File: config.mk
export PLATFORM = sky130hd
export DESIGN_NAME = mrc_ctrl
export DESIGN_NICKNAME = d
export VERILOG_FILES = /design/src/inc/mrc_pkg.sv /design/src/core/mrc_ctrl.sv /design/src/core/mrc_timer.sv
export SDC_FILE = /design/constraint.sdc
export NUM_CORES = 1
export LEC_CHECK = 0
export ABC_CLOCK_PERIOD_IN_PS = 2600
export BUFFER_PORTS_ARGS = -buffer_cell sky130_fd_sc_hd__buf_2
export CAP_MARGIN = 5
export CORE_MARGIN = 2
export CORE_UTILIZATION = 56
export CTS_BUF_LIST = sky130_fd_sc_hd__clkbuf_4
export DETAILED_ROUTE_END_ITERATION = 8
export PLACE_DENSITY = 0.79
export SLEW_MARGIN = 30
export SYNTH_ARGS = -nofsm -noshare
export SYNTH_HDL_FRONTEND = slang
export SYNTH_SLANG_ARGS = --single-unit
File: constraint.sdc
create_clock -name ref_clk_i -period 2.6 [get_ports ref_clk_i]
set_input_delay 0.52 -clock ref_clk_i [delete_from_list [all_inputs] [get_ports ref_clk_i]]
set_output_delay 0.52 -clock ref_clk_i [all_outputs]
set_load 0.05 [all_outputs]
File: src/inc/mrc_pkg.sv
// Package for measurement run control: constants, types and register map
// Operation
// - Start, no sequencer: load timers and arm in the same cycle
// - Start, idle sequencer: start it, arm next bank
// - Single-bank accumulation skips next bank arming
// - Then arm current bank and collect photons
// - Start, running sequencer: arm current, swap banks
// - Start in FIFO mode: clear FIFO, then arm
// - Pause, no sequencer: halt timers, disarm
// - Pause with sequencer enabled is rejected
// - Pause result: zero finished, positive paused, negative error
// - Restart, no sequencer: resume timers, re-arm
// - Restart with sequencer enabled is rejected
// - Stop, no sequencer: disarm, capture break times outside FIFO mode
// - Stop, sequencer enabled: halt sequencer, disarm
// - Stop with sequencer enabled clears frame-ready flag
// - Sequencer status: enabled, running, bank wait bits
package mrc_pkg;
    localparam logic [7:0] ADDR_CTRL     = 8'h00;
    localparam logic [7:0] ADDR_CMD      = 8'h04;
    localparam logic [7:0] ADDR_STATUS   = 8'h08;
    localparam logic [7:0] ADDR_RESULT   = 8'h0c;
    localparam logic [7:0] ADDR_COLTIME  = 8'h10;
    localparam logic [7:0] ADDR_REPTIME  = 8'h14;
    localparam logic [7:0] ADDR_COLNOW   = 8'h18;
    localparam logic [7:0] ADDR_BRK_COL  = 8'h1c;
    localparam logic [7:0] ADDR_BRK_REP  = 8'h20;
    localparam logic [7:0] ADDR_IRQ_STAT = 8'h24;
    localparam logic [7:0] ADDR_IRQ_MASK = 8'h28;
    localparam logic [7:0] ADDR_SCAN     = 8'h2c;

    // Control register fields
    localparam int CTRL_SEQ_EN   = 0;
    localparam int CTRL_SEQ_ONE  = 1;
    localparam int CTRL_FIFO     = 2;
    // Command register fields, one-shot
    localparam int CMD_START     = 0;
    localparam int CMD_PAUSE     = 1;
    localparam int CMD_RESTART   = 2;
    localparam int CMD_STOP      = 3;
    // Status fields
    localparam int ST_SEQ_EN     = 0;
    localparam int ST_SEQ_RUN    = 1;
    localparam int ST_SEQ_WAIT   = 2;
    localparam int ST_ARMED      = 3;
    localparam int ST_PAUSED     = 4;
    localparam int ST_FINISHED   = 5;
    localparam int ST_CUR_BANK   = 6;
    localparam int ST_ARM_BANK0  = 7;
    localparam int ST_ARM_BANK1  = 8;
    // Interrupt event bits
    localparam int IRQ_FINISH    = 0;
    localparam int IRQ_ERROR     = 1;
    localparam int IRQ_SCAN      = 2;
    localparam int IRQ_W         = 3;

    localparam logic [31:0] RES_FINISHED = 32'h0000_0000;
    localparam logic [31:0] RES_OK       = 32'h0000_0001;
    localparam logic [31:0] RES_ERROR    = 32'hffff_ffff;
    localparam logic [1:0]  HTRANS_NONSEQ = 2'h2;
    localparam logic [1:0]  HTRANS_SEQ    = 2'h3;

    typedef enum logic [3:0] {
        MRC_IDLE  = 4'h1,
        MRC_CLEAR = 4'h2,
        MRC_RUN   = 4'h4,
        MRC_PAUSE = 4'h8
    } mrc_state_e;

    typedef struct packed {
        logic start;
        logic pause;
        logic restart;
        logic stop;
    } mrc_cmd_s;
endpackage

File: src/core/mrc_ctrl.sv
// Measurement run control with AHB-Lite register slave
`timescale 1ns/1ps
module mrc_ctrl #(
    parameter int TW = 32
) (
    input  wire logic        ref_clk_i,
    input  wire logic        rst_i,
    input  wire logic        hsel_i,
    input  wire logic [31:0] haddr_i,
    input  wire logic [1:0]  htrans_i,
    input  wire logic        hwrite_i,
    input  wire logic [2:0]  hsize_i,
    input  wire logic [31:0] hwdata_i,
    input  wire logic        hready_i,
    input  wire logic        scan_frame_ready_i,
    output logic [31:0]      hrdata_o,
    output logic             hreadyout_o,
    output logic             hresp_o,
    output logic             arm_o,
    output logic             fifo_clear_o,
    output logic             irq_o
);
    mrc_pkg::mrc_state_e state_ff, nxt_state;
    mrc_pkg::mrc_cmd_s   cmd;
    logic [2:0]    ctrl_ff, nxt_ctrl;
    logic [TW-1:0] coltime_ff, nxt_coltime;
    logic [TW-1:0] brk_col_ff, nxt_brk_col, brk_rep_ff, nxt_brk_rep;
    logic [31:0]   result_ff, nxt_result;
    logic          seq_run_ff, nxt_seq_run, seq_wait_ff, nxt_seq_wait;
    logic          cur_bank_ff, nxt_cur_bank;
    logic [1:0]    bank_arm_ff, nxt_bank_arm;
    logic          arm_ff, nxt_arm, finished_ff, nxt_finished;
    logic          scan_frame_ready_flag_ff, nxt_scan_frame_ready_flag;
    logic          fifo_clr_ff, nxt_fifo_clr;
    logic [mrc_pkg::IRQ_W-1:0] irq_stat_ff, nxt_irq_stat, irq_mask_ff, nxt_irq_mask;
    logic [mrc_pkg::IRQ_W-1:0] ev;
    logic          irq_ff;
    logic          tmr_load, tmr_run;
    logic [TW-1:0] rep_cnt, col_cnt;
    logic          col_zero;
    logic          dph_wr_ff, dph_rd_ff, nxt_dph_wr, nxt_dph_rd;
    logic [7:0]    dph_addr_ff, nxt_dph_addr;
    logic [31:0]   rdata_ff, nxt_rdata;
    logic          wr;
    logic [8:0]    status;

    function automatic logic wr_at(input logic [7:0] a, input logic [7:0] r, input logic w);
        return w && (a == r);
    endfunction

    // Repeat timer counts down from all ones; loaded only on a start with neither sequencer nor FIFO mode
    mrc_timer #(.W(TW)) u_rep (
        .ref_clk_i (ref_clk_i),
        .rst_i     (rst_i),
        .load_i    (tmr_load),
        .value_i   ({TW{1'b1}}),
        .run_i     (tmr_run),
        .count_o   (rep_cnt),
        .zero_o    ()
    );
    mrc_timer #(.W(TW)) u_col (
        .ref_clk_i (ref_clk_i),
        .rst_i     (rst_i),
        .load_i    (tmr_load),
        .value_i   (coltime_ff),
        .run_i     (tmr_run),
        .count_o   (col_cnt),
        .zero_o    (col_zero)
    );

    // Bus: address phase captured, data phase handled next cycle, zero wait
    always_comb begin
        logic ap;
        ap = hsel_i && hready_i &&
             ((htrans_i == mrc_pkg::HTRANS_NONSEQ) || (htrans_i == mrc_pkg::HTRANS_SEQ));
        nxt_dph_wr   = ap && hwrite_i;
        nxt_dph_rd   = ap && !hwrite_i;
        nxt_dph_addr = ap ? haddr_i[7:0] : dph_addr_ff;
    end

    assign wr = dph_wr_ff;
    assign cmd.start   = wr_at(dph_addr_ff, mrc_pkg::ADDR_CMD, wr) && hwdata_i[mrc_pkg::CMD_START];
    assign cmd.pause   = wr_at(dph_addr_ff, mrc_pkg::ADDR_CMD, wr) && hwdata_i[mrc_pkg::CMD_PAUSE];
    assign cmd.restart = wr_at(dph_addr_ff, mrc_pkg::ADDR_CMD, wr)
                         && hwdata_i[mrc_pkg::CMD_RESTART];
    assign cmd.stop    = wr_at(dph_addr_ff, mrc_pkg::ADDR_CMD, wr) && hwdata_i[mrc_pkg::CMD_STOP];

    assign status = {bank_arm_ff, cur_bank_ff, finished_ff, (state_ff == mrc_pkg::MRC_PAUSE),
                     arm_ff, seq_wait_ff, seq_run_ff, ctrl_ff[mrc_pkg::CTRL_SEQ_EN]};

    // Run control; command priority stop, start, pause, restart
    always_comb begin
        nxt_state    = state_ff;
        nxt_ctrl     = wr_at(dph_addr_ff, mrc_pkg::ADDR_CTRL, wr) ? hwdata_i[2:0] : ctrl_ff;
        nxt_coltime  = wr_at(dph_addr_ff, mrc_pkg::ADDR_COLTIME, wr) ? TW'(hwdata_i)
                                                                     : coltime_ff;
        nxt_brk_col  = brk_col_ff;
        nxt_brk_rep  = brk_rep_ff;
        nxt_result   = result_ff;
        nxt_seq_run  = seq_run_ff;
        nxt_seq_wait = seq_wait_ff;
        nxt_cur_bank = cur_bank_ff;
        nxt_bank_arm = bank_arm_ff;
        nxt_arm      = arm_ff;
        nxt_finished = finished_ff;
        nxt_fifo_clr = 1'b0;
        nxt_scan_frame_ready_flag = scan_frame_ready_flag_ff | scan_frame_ready_i;
        tmr_load     = 1'b0;
        tmr_run      = (state_ff == mrc_pkg::MRC_RUN) && !ctrl_ff[mrc_pkg::CTRL_SEQ_EN];
        ev           = '0;
        if (cmd.stop) begin
            if (ctrl_ff[mrc_pkg::CTRL_SEQ_EN]) begin
                nxt_seq_run  = 1'b0;
                nxt_seq_wait = 1'b0;
                nxt_bank_arm = '0;
                // A frame event in the same cycle beats the clear
                nxt_scan_frame_ready_flag = scan_frame_ready_i;
            end else if (!ctrl_ff[mrc_pkg::CTRL_FIFO]) begin
                nxt_brk_col = col_cnt;
                nxt_brk_rep = rep_cnt;
            end
            nxt_arm   = 1'b0;
            tmr_run   = 1'b0;
            nxt_state = mrc_pkg::MRC_IDLE;
        end else if (cmd.start) begin
            nxt_finished = 1'b0;
            if (ctrl_ff[mrc_pkg::CTRL_FIFO]) begin
                nxt_fifo_clr = 1'b1;
                nxt_arm      = 1'b0;
                nxt_state    = mrc_pkg::MRC_CLEAR;
            end else if (!ctrl_ff[mrc_pkg::CTRL_SEQ_EN]) begin
                tmr_load  = 1'b1;
                nxt_arm   = 1'b1;
                nxt_state = mrc_pkg::MRC_RUN;
            end else if (!seq_run_ff) begin
                nxt_seq_run = 1'b1;
                if (!ctrl_ff[mrc_pkg::CTRL_SEQ_ONE]) begin
                    nxt_bank_arm[~cur_bank_ff] = 1'b1;
                end
                nxt_bank_arm[cur_bank_ff] = 1'b1;
                nxt_seq_wait = 1'b0;
                nxt_arm      = 1'b1;
                nxt_state    = mrc_pkg::MRC_RUN;
            end else begin
                nxt_bank_arm[cur_bank_ff] = 1'b1;
                nxt_cur_bank = ~cur_bank_ff;
                nxt_seq_wait = 1'b0;
            end
        end else if (cmd.pause) begin
            if (ctrl_ff[mrc_pkg::CTRL_SEQ_EN]) begin
                nxt_result = mrc_pkg::RES_ERROR;
                ev[mrc_pkg::IRQ_ERROR] = 1'b1;
            end else if (state_ff == mrc_pkg::MRC_RUN) begin
                tmr_run    = 1'b0;
                nxt_arm    = 1'b0;
                nxt_state  = mrc_pkg::MRC_PAUSE;
                nxt_result = mrc_pkg::RES_OK;
            end else begin
                nxt_result = mrc_pkg::RES_FINISHED;
            end
        end else if (cmd.restart) begin
            if (ctrl_ff[mrc_pkg::CTRL_SEQ_EN]) begin
                nxt_result = mrc_pkg::RES_ERROR;
                ev[mrc_pkg::IRQ_ERROR] = 1'b1;
            end else if (state_ff == mrc_pkg::MRC_PAUSE) begin
                nxt_arm    = 1'b1;
                nxt_state  = mrc_pkg::MRC_RUN;
                nxt_result = mrc_pkg::RES_OK;
            end
        end else begin
            case (state_ff)
                mrc_pkg::MRC_CLEAR: begin
                    nxt_arm   = 1'b1;
                    nxt_state = mrc_pkg::MRC_RUN;
                end
                mrc_pkg::MRC_RUN: begin
                    if (!ctrl_ff[mrc_pkg::CTRL_SEQ_EN] && !ctrl_ff[mrc_pkg::CTRL_FIFO]
                        && col_zero) begin
                        nxt_arm      = 1'b0;
                        nxt_finished = 1'b1;
                        nxt_state    = mrc_pkg::MRC_IDLE;
                        ev[mrc_pkg::IRQ_FINISH] = 1'b1;
                    end
                    // Sequencer waits when the bank it would move to is unarmed
                    if (seq_run_ff && !bank_arm_ff[~cur_bank_ff]) begin
                        nxt_seq_wait = 1'b1;
                    end
                end
                mrc_pkg::MRC_IDLE, mrc_pkg::MRC_PAUSE: begin
                end
                default: nxt_state = mrc_pkg::MRC_IDLE;
            endcase
        end
        ev[mrc_pkg::IRQ_SCAN] = scan_frame_ready_i;
        // Set beats write-one clear
        nxt_irq_stat = irq_stat_ff;
        if (wr_at(dph_addr_ff, mrc_pkg::ADDR_IRQ_STAT, wr)) begin
            nxt_irq_stat = irq_stat_ff & ~hwdata_i[mrc_pkg::IRQ_W-1:0];
        end
        nxt_irq_stat = nxt_irq_stat | ev;
        nxt_irq_mask = wr_at(dph_addr_ff, mrc_pkg::ADDR_IRQ_MASK, wr)
                       ? hwdata_i[mrc_pkg::IRQ_W-1:0] : irq_mask_ff;
    end

    // Read mux; unmapped reads return zero
    always_comb begin
        nxt_rdata = rdata_ff;
        if (nxt_dph_rd) begin
            case (haddr_i[7:0])
                mrc_pkg::ADDR_CTRL:     nxt_rdata = 32'(ctrl_ff);
                mrc_pkg::ADDR_STATUS:   nxt_rdata = 32'(status);
                mrc_pkg::ADDR_RESULT:   nxt_rdata = result_ff;
                mrc_pkg::ADDR_COLTIME:  nxt_rdata = 32'(coltime_ff);
                mrc_pkg::ADDR_REPTIME:  nxt_rdata = 32'(rep_cnt);
                mrc_pkg::ADDR_COLNOW:   nxt_rdata = 32'(col_cnt);
                mrc_pkg::ADDR_BRK_COL:  nxt_rdata = 32'(brk_col_ff);
                mrc_pkg::ADDR_BRK_REP:  nxt_rdata = 32'(brk_rep_ff);
                mrc_pkg::ADDR_IRQ_STAT: nxt_rdata = 32'(irq_stat_ff);
                mrc_pkg::ADDR_IRQ_MASK: nxt_rdata = 32'(irq_mask_ff);
                mrc_pkg::ADDR_SCAN:     nxt_rdata = 32'(scan_frame_ready_flag_ff);
                default:                nxt_rdata = 32'h0000_0000;
            endcase
        end
    end

    always_ff @(posedge ref_clk_i) begin
        if (rst_i) begin
            state_ff    <= mrc_pkg::MRC_IDLE;
            ctrl_ff     <= '0;
            coltime_ff  <= '0;
            brk_col_ff  <= '0;
            brk_rep_ff  <= '0;
            result_ff   <= '0;
            seq_run_ff  <= 1'b0;
            seq_wait_ff <= 1'b0;
            cur_bank_ff <= 1'b0;
            bank_arm_ff <= '0;
            arm_ff      <= 1'b0;
            finished_ff <= 1'b0;
            fifo_clr_ff <= 1'b0;
            scan_frame_ready_flag_ff <= 1'b0;
            irq_stat_ff <= '0;
            irq_mask_ff <= '0;
            irq_ff      <= 1'b0;
            dph_wr_ff   <= 1'b0;
            dph_rd_ff   <= 1'b0;
            dph_addr_ff <= '0;
            rdata_ff    <= '0;
        end else begin
            state_ff    <= nxt_state;
            ctrl_ff     <= nxt_ctrl;
            coltime_ff  <= nxt_coltime;
            brk_col_ff  <= nxt_brk_col;
            brk_rep_ff  <= nxt_brk_rep;
            result_ff   <= nxt_result;
            seq_run_ff  <= nxt_seq_run;
            seq_wait_ff <= nxt_seq_wait;
            cur_bank_ff <= nxt_cur_bank;
            bank_arm_ff <= nxt_bank_arm;
            arm_ff      <= nxt_arm;
            finished_ff <= nxt_finished;
            fifo_clr_ff <= nxt_fifo_clr;
            scan_frame_ready_flag_ff <= nxt_scan_frame_ready_flag;
            irq_stat_ff <= nxt_irq_stat;
            irq_mask_ff <= nxt_irq_mask;
            irq_ff      <= |(nxt_irq_stat & nxt_irq_mask);
            dph_wr_ff   <= nxt_dph_wr;
            dph_rd_ff   <= nxt_dph_rd;
            dph_addr_ff <= nxt_dph_addr;
            rdata_ff    <= nxt_rdata;
        end
    end

    assign hrdata_o     = rdata_ff;
    assign hreadyout_o  = 1'b1;
    assign hresp_o      = 1'b0;
    assign arm_o        = arm_ff;
    assign fifo_clear_o = fifo_clr_ff;
    assign irq_o        = irq_ff;

    start_norm_a: assert property (@(posedge ref_clk_i) disable iff (rst_i)
        !cmd.stop && cmd.start && !ctrl_ff[0] && !ctrl_ff[2]
        |=> arm_o && col_cnt == $past(coltime_ff))
        else $error("start did not load timer and arm");
    seq_one_a: assert property (@(posedge ref_clk_i) disable iff (rst_i)
        !cmd.stop && cmd.start && ctrl_ff == 3'h3 && !seq_run_ff && bank_arm_ff == 2'h0
        |=> $countones(bank_arm_ff) == 1)
        else $error("single bank mode armed both banks");
    seq_idle_a: assert property (@(posedge ref_clk_i) disable iff (rst_i)
        !cmd.stop && cmd.start && ctrl_ff == 3'h1 && !seq_run_ff
        |=> seq_run_ff && bank_arm_ff == 2'h3 && arm_o)
        else $error("idle sequencer start wrong");
    seq_swap_a: assert property (@(posedge ref_clk_i) disable iff (rst_i)
        !cmd.stop && cmd.start && ctrl_ff[0] && !ctrl_ff[2] && seq_run_ff
        |=> cur_bank_ff != $past(cur_bank_ff))
        else $error("bank not swapped");
    fifo_start_a: assert property (@(posedge ref_clk_i) disable iff (rst_i)
        !cmd.stop && cmd.start && ctrl_ff[2] |=> fifo_clear_o && !arm_o ##1 arm_o)
        else $error("fifo start sequence wrong");
    pause_err_a: assert property (@(posedge ref_clk_i) disable iff (rst_i)
        cmd.pause && ctrl_ff[0] && !cmd.stop && !cmd.start
        |=> result_ff == 32'hffff_ffff && arm_o == $past(arm_o))
        else $error("pause with sequencer not rejected");
    pause_hold_a: assert property (@(posedge ref_clk_i) disable iff (rst_i)
        state_ff == mrc_pkg::MRC_PAUSE |-> !arm_o && col_cnt == $past(col_cnt))
        else $error("timer moved while paused");
    stop_brk_a: assert property (@(posedge ref_clk_i) disable iff (rst_i)
        cmd.stop && ctrl_ff == 3'h0 |=> !arm_o && brk_col_ff == $past(col_cnt))
        else $error("stop break time wrong");
    run_finish_a: assert property (@(posedge ref_clk_i) disable iff (rst_i)
        state_ff == mrc_pkg::MRC_RUN && ctrl_ff == 3'h0 && col_zero && cmd == '0
        |=> !arm_o && finished_ff)
        else $error("timeout did not finish");
endmodule // mrc_ctrl

File: src/core/mrc_timer.sv
// Down counter for the repeat and collection timers
`timescale 1ns/1ps
module mrc_timer #(
    parameter int W = 32
) (
    input  wire logic         ref_clk_i,
    input  wire logic         rst_i,
    input  wire logic         load_i,
    input  wire logic [W-1:0] value_i,
    input  wire logic         run_i,
    output logic [W-1:0]      count_o,
    output logic              zero_o
);
    logic [W-1:0] count_ff;
    logic [W-1:0] nxt_count;

    always_comb begin
        nxt_count = count_ff;
        if (load_i) begin
            nxt_count = value_i;
        end else if (run_i && (count_ff != '0)) begin
            nxt_count = count_ff - W'(1);
        end
    end

    always_ff @(posedge ref_clk_i) begin
        if (rst_i) begin
            count_ff <= '0;
        end else begin
            count_ff <= nxt_count;
        end
    end

    assign count_o = count_ff;
    assign zero_o  = (count_ff == '0);
endmodule // mrc_timer

==> key figures <==
Drt
  • Vias: between 10000 and 15000
  • DRC: 1
  • Routed Antenna Nets: 0
  • Final WL: around 36 mm
  • Vias/cell: approximately 6.5
  • Wirelength per Cell: roughly 20 µm
  • DRT iter0 DRCs: 1315
  • TritonRoute pass-1 iters: 9

Timing
  • Period utilization: 0.959
  • Count of pins over their slew limit: 0
  • Final Hold Fails: 0
  • Relative slew slack: 0.483
  • Fin crit period: between 2 and 2.5 ns
  • F_max: ~400 MHz
  • RSZ-0062 raised after global routing: false
  • Skew final: around 0.034 ns
  • Post-route setup TNS: 0 ns
  • Final setup violation count: 0
  • Worst Max-Slew Pin Slew: 0.764 ns
  • Fin Hold WS: about 0.06 ns
  • Fin worst setup slack: 0.107 ns

Yosys
  • Number of synthesized flops with an enable pin: 0
  • Asr flop ratio synth: 0
  • Synth cell count leaders: dfxtp_1 (226), nand2_1 (189), nor2_1 (120), clkbuf_1 (93), a21oi_1 (85)
  • Sequential-to-total area share from yosys stat: 0.403
  • Synth Flop Type: dfxtp_1
  • Leading post-synthesis cells by cell area: dfxtp_1 (40%), nand2_1 (6.3%), nor2_1 (4.0%)
  • Ys Warns: 0
  • Dominant cell by count in the synthesized netlist: dfxtp_1
  • Post-synth top area share: 0.403
  • Syn Inst Count: ~1300
  • Number of distinct library cells after synthesis: between 70 and 80
  • Yosys reg bits: around 230
  • Cell taking the most area after synthesis: dfxtp_1
  • Post-Syn Nets: ~1400
  • Syn Area/Cell: roughly 8.4 µm²
  • Synthesized area: between 0.01 and 0.015 mm²

Setup path
  • Crit-path slowest cell: or4_4
  • Critical Path RT: ~3.2 ns
  • Setup crit start: u_col.count_o[18]$_SDFFE_PP0P_
  • Crit-path max cell delay: 0.57 ns
  • Crit path cell chain: or4_4, or4b_4, nor4_2, buf_4, o211a_1, mux2_2
  • Setup Crit Path Kind: flip-flop to flip-flop
  • Reg2reg start: u_col.count_o[18]$_SDFFE_PP0P_
  • Crit. End Element: flip-flop
  • CP Max Fanout: 3
  • Crit path max-delay family: simple AND/OR/NAND/NOR gates
  • Worst path arrival time: ~3 ns
  • Critical Path Start Type: flip-flop
  • CP Buf/Inv Count: 1

Outcome
  • Outcome: finished, violations left
  • Failing checks: DRC

CTS
  • Hold_buf cts: 0
  • H-Tree Depth: 2
  • Clock buffer depth: 3
  • CTS tree: done
  • Worst-skew pair later-pin latency: a little under 0.7 ns
  • Clock Pin Slew Worst Setup and Hold Paths: 0.07 ns
  • Clock root cell: clkbuf_4
  • CTS buffer count: 58
  • Number of setup buffers added after CTS: 0
  • Sink Count: 226

Finish
  • Nets: about 1600
  • Post-route insts no fill: ~1800
  • Final Util: 0.681
  • Proportion of layout cells with a drive suffix above 1: 0.226
  • Layout Area Growth over Synthesis: 18.9%
  • Filler instances: approximately 1600
  • Final Instance Area: between 0.01 and 0.015 mm²

Hold path
  • Hold_sp: hwdata_i[17]
  • Tightest Hold Check Type: input pin to flip-flop

Global route
  • First-pass GRT wire length: around 56 mm
  • Initial antenna violation count: 1
  • Vias in the first global route: about 11000
  • Grt total ovfl: 0
  • Largest net degree at the start of global routing: 98
  • Global Route Usage Sum: 0.325

Floorplanning
  • Core Region: about 0.02 mm²
  • Die H: 146 µm
  • Die X: 146 µm
  • Row count: 51
  • Die area: between 0.02 and 0.025 mm²
  • IO Count: 112
  • Initial Utilization: 0.573

Placed design
  • Placed cells: ~1700
  • Area after DPL: approximately 0.013 mm²
  • RePlAce Congestion: 0.934
  • Port Buffer Count: 81
  • Worst slack at placement: between 0.02 and 0.03 ns
  • Placed wire-length estimate: ~24 mm

Power
  • PwrDens: ~500 mW/mm²
  • Lkg Pwr: between 5 and 6 nW
  • Max VDD drop: about 400 µV
  • Total power: about 6.8 mW

Run
  • Max-cap violations: 0
worst paths after layout:
path / cells past startpoint / end / slack, ns
worst min register to register: 2 / hrdata_o[19]$_SDFFE_PP0P_ / 0.44
worst min-delay path: 3 / coltime_ff[17]$_SDFFE_PP0P_ / 0.06
worst max register to register: 6 / state_ff[0]$_SDFFE_PP1P_ / 0.11
worst max-delay path: 6 / state_ff[0]$_SDFFE_PP1P_ / 0.11
cell families after synthesis:
| kind of cell | count (synthesis) | share of synthesized area |
|---|---|---|
| other | 2 | 0.000670 |
| adder cells (fa/ha/maj) | 3 | 0.00335 |
| AO/OA/AOI/OAI | 369 | 0.235 |
| flip-flops | 226 | 0.403 |
| buffers and inverters | 126 | 0.0460 |
| XOR/XNOR | 2 | 0.00156 |
| multiplexers | 65 | 0.0624 |
| AND/OR/NAND/NOR | 544 | 0.248 |
sequential cells by signal (all words and copies together) (netlist names), 3 cells and up:
| register | count |
|---|---|
| brk_col_ff | 32 |
| brk_rep_ff | 32 |
| coltime_ff | 32 |
| ctrl_ff | 3 |
| dph_addr_ff | 8 |
| hrdata_o | 32 |
| irq_mask_ff | 3 |
| irq_stat_ff | 3 |
| state_ff | 4 |
| u_col.count_o | 32 |
| u_rep.count_o | 32 |
worst register-to-register path: stages, from the launching register on:
cell and delay [ns]:
dfxtp_1 0.31, or4_4 0.57, or4b_4 0.56, nor4_2 0.24
buf_4 0.18, o211a_1 0.16, mux2_2 0.33
where the power goes:
group,internal [mW],switching [mW],total (mW),leakage (nW)
Combinational,0.0968,0.202,0.299,3.15
Sequential,3.47,0.00751,3.48,1.82
Clock,1.57,1.43,3.00,0.425
Total,5.14,1.64,6.78,5.40
layer usage:
metal,up-vias,wire (µm),GRT usage
met3,108,4260,0.0784
li1,5374,-,-
met4,0,1470,0.149
met2,681,15900,0.495
met5,-,0,0
met1,5427,14200,0.437
placed cells by master, fill, tap and decap left out, types with 5 or more instances in the layout:
master / synthesis / final
a311oi_1: 39 / 38
o31ai_1: 41 / 41
nor2_1: 120 / 119
a211oi_1: 12 / 12
a221o_1: 8 / 8
o21ai_0: 36 / 36
inv_1: 11 / 11
buf_4: 2 / 96
a22o_1: 31 / 31
nand4b_1: 8 / 8
mux2i_1: 44 / 44
dfxtp_1: 226 / 226
and3_1: 8 / 8
nand2_1: 189 / 186
a21oi_1: 85 / 85
nor3_1: 17 / 16
clkinv_1: 1 / 14
nor4_1: 14 / 8
buf_2: 10 / 80
or2_2: 8 / 8
a221oi_1: 27 / 27
a32oi_1: 6 / 6
a22oi_1: 16 / 16
a21o_1: 5 / 5
nor2b_1: 6 / 6
mux2_2: 19 / 19
nor4_2: 1 / 7
buf_12: 0 / 14
a31oi_1: 26 / 26
nand4_1: 12 / 12
or3_1: 21 / 21
nand3_1: 43 / 40
clkbuf_4: 0 / 84
and4_1: 5 / 5
or4_1: 53 / 51
final cells by class:
cell class	instances	area, µm²	area share
clock buffer	84	631	0.0473
sequential	226	4520	0.339
clock inverter	17	98.8	0.00741
inverter	12	45.0	0.00338
antenna	1	2.50	0.000188
timing repair buffer	191	1410	0.106
multi-input combinational	985	6290	0.472
tap	265	332	0.0249
repair_timing:
item / CTS / global route
resized for setup: 0 / 11
endpoints found under the hold margin: 0 / 0
endpoints found under the setup margin: 0 / 25
Power figures use the tool's default switching activity.
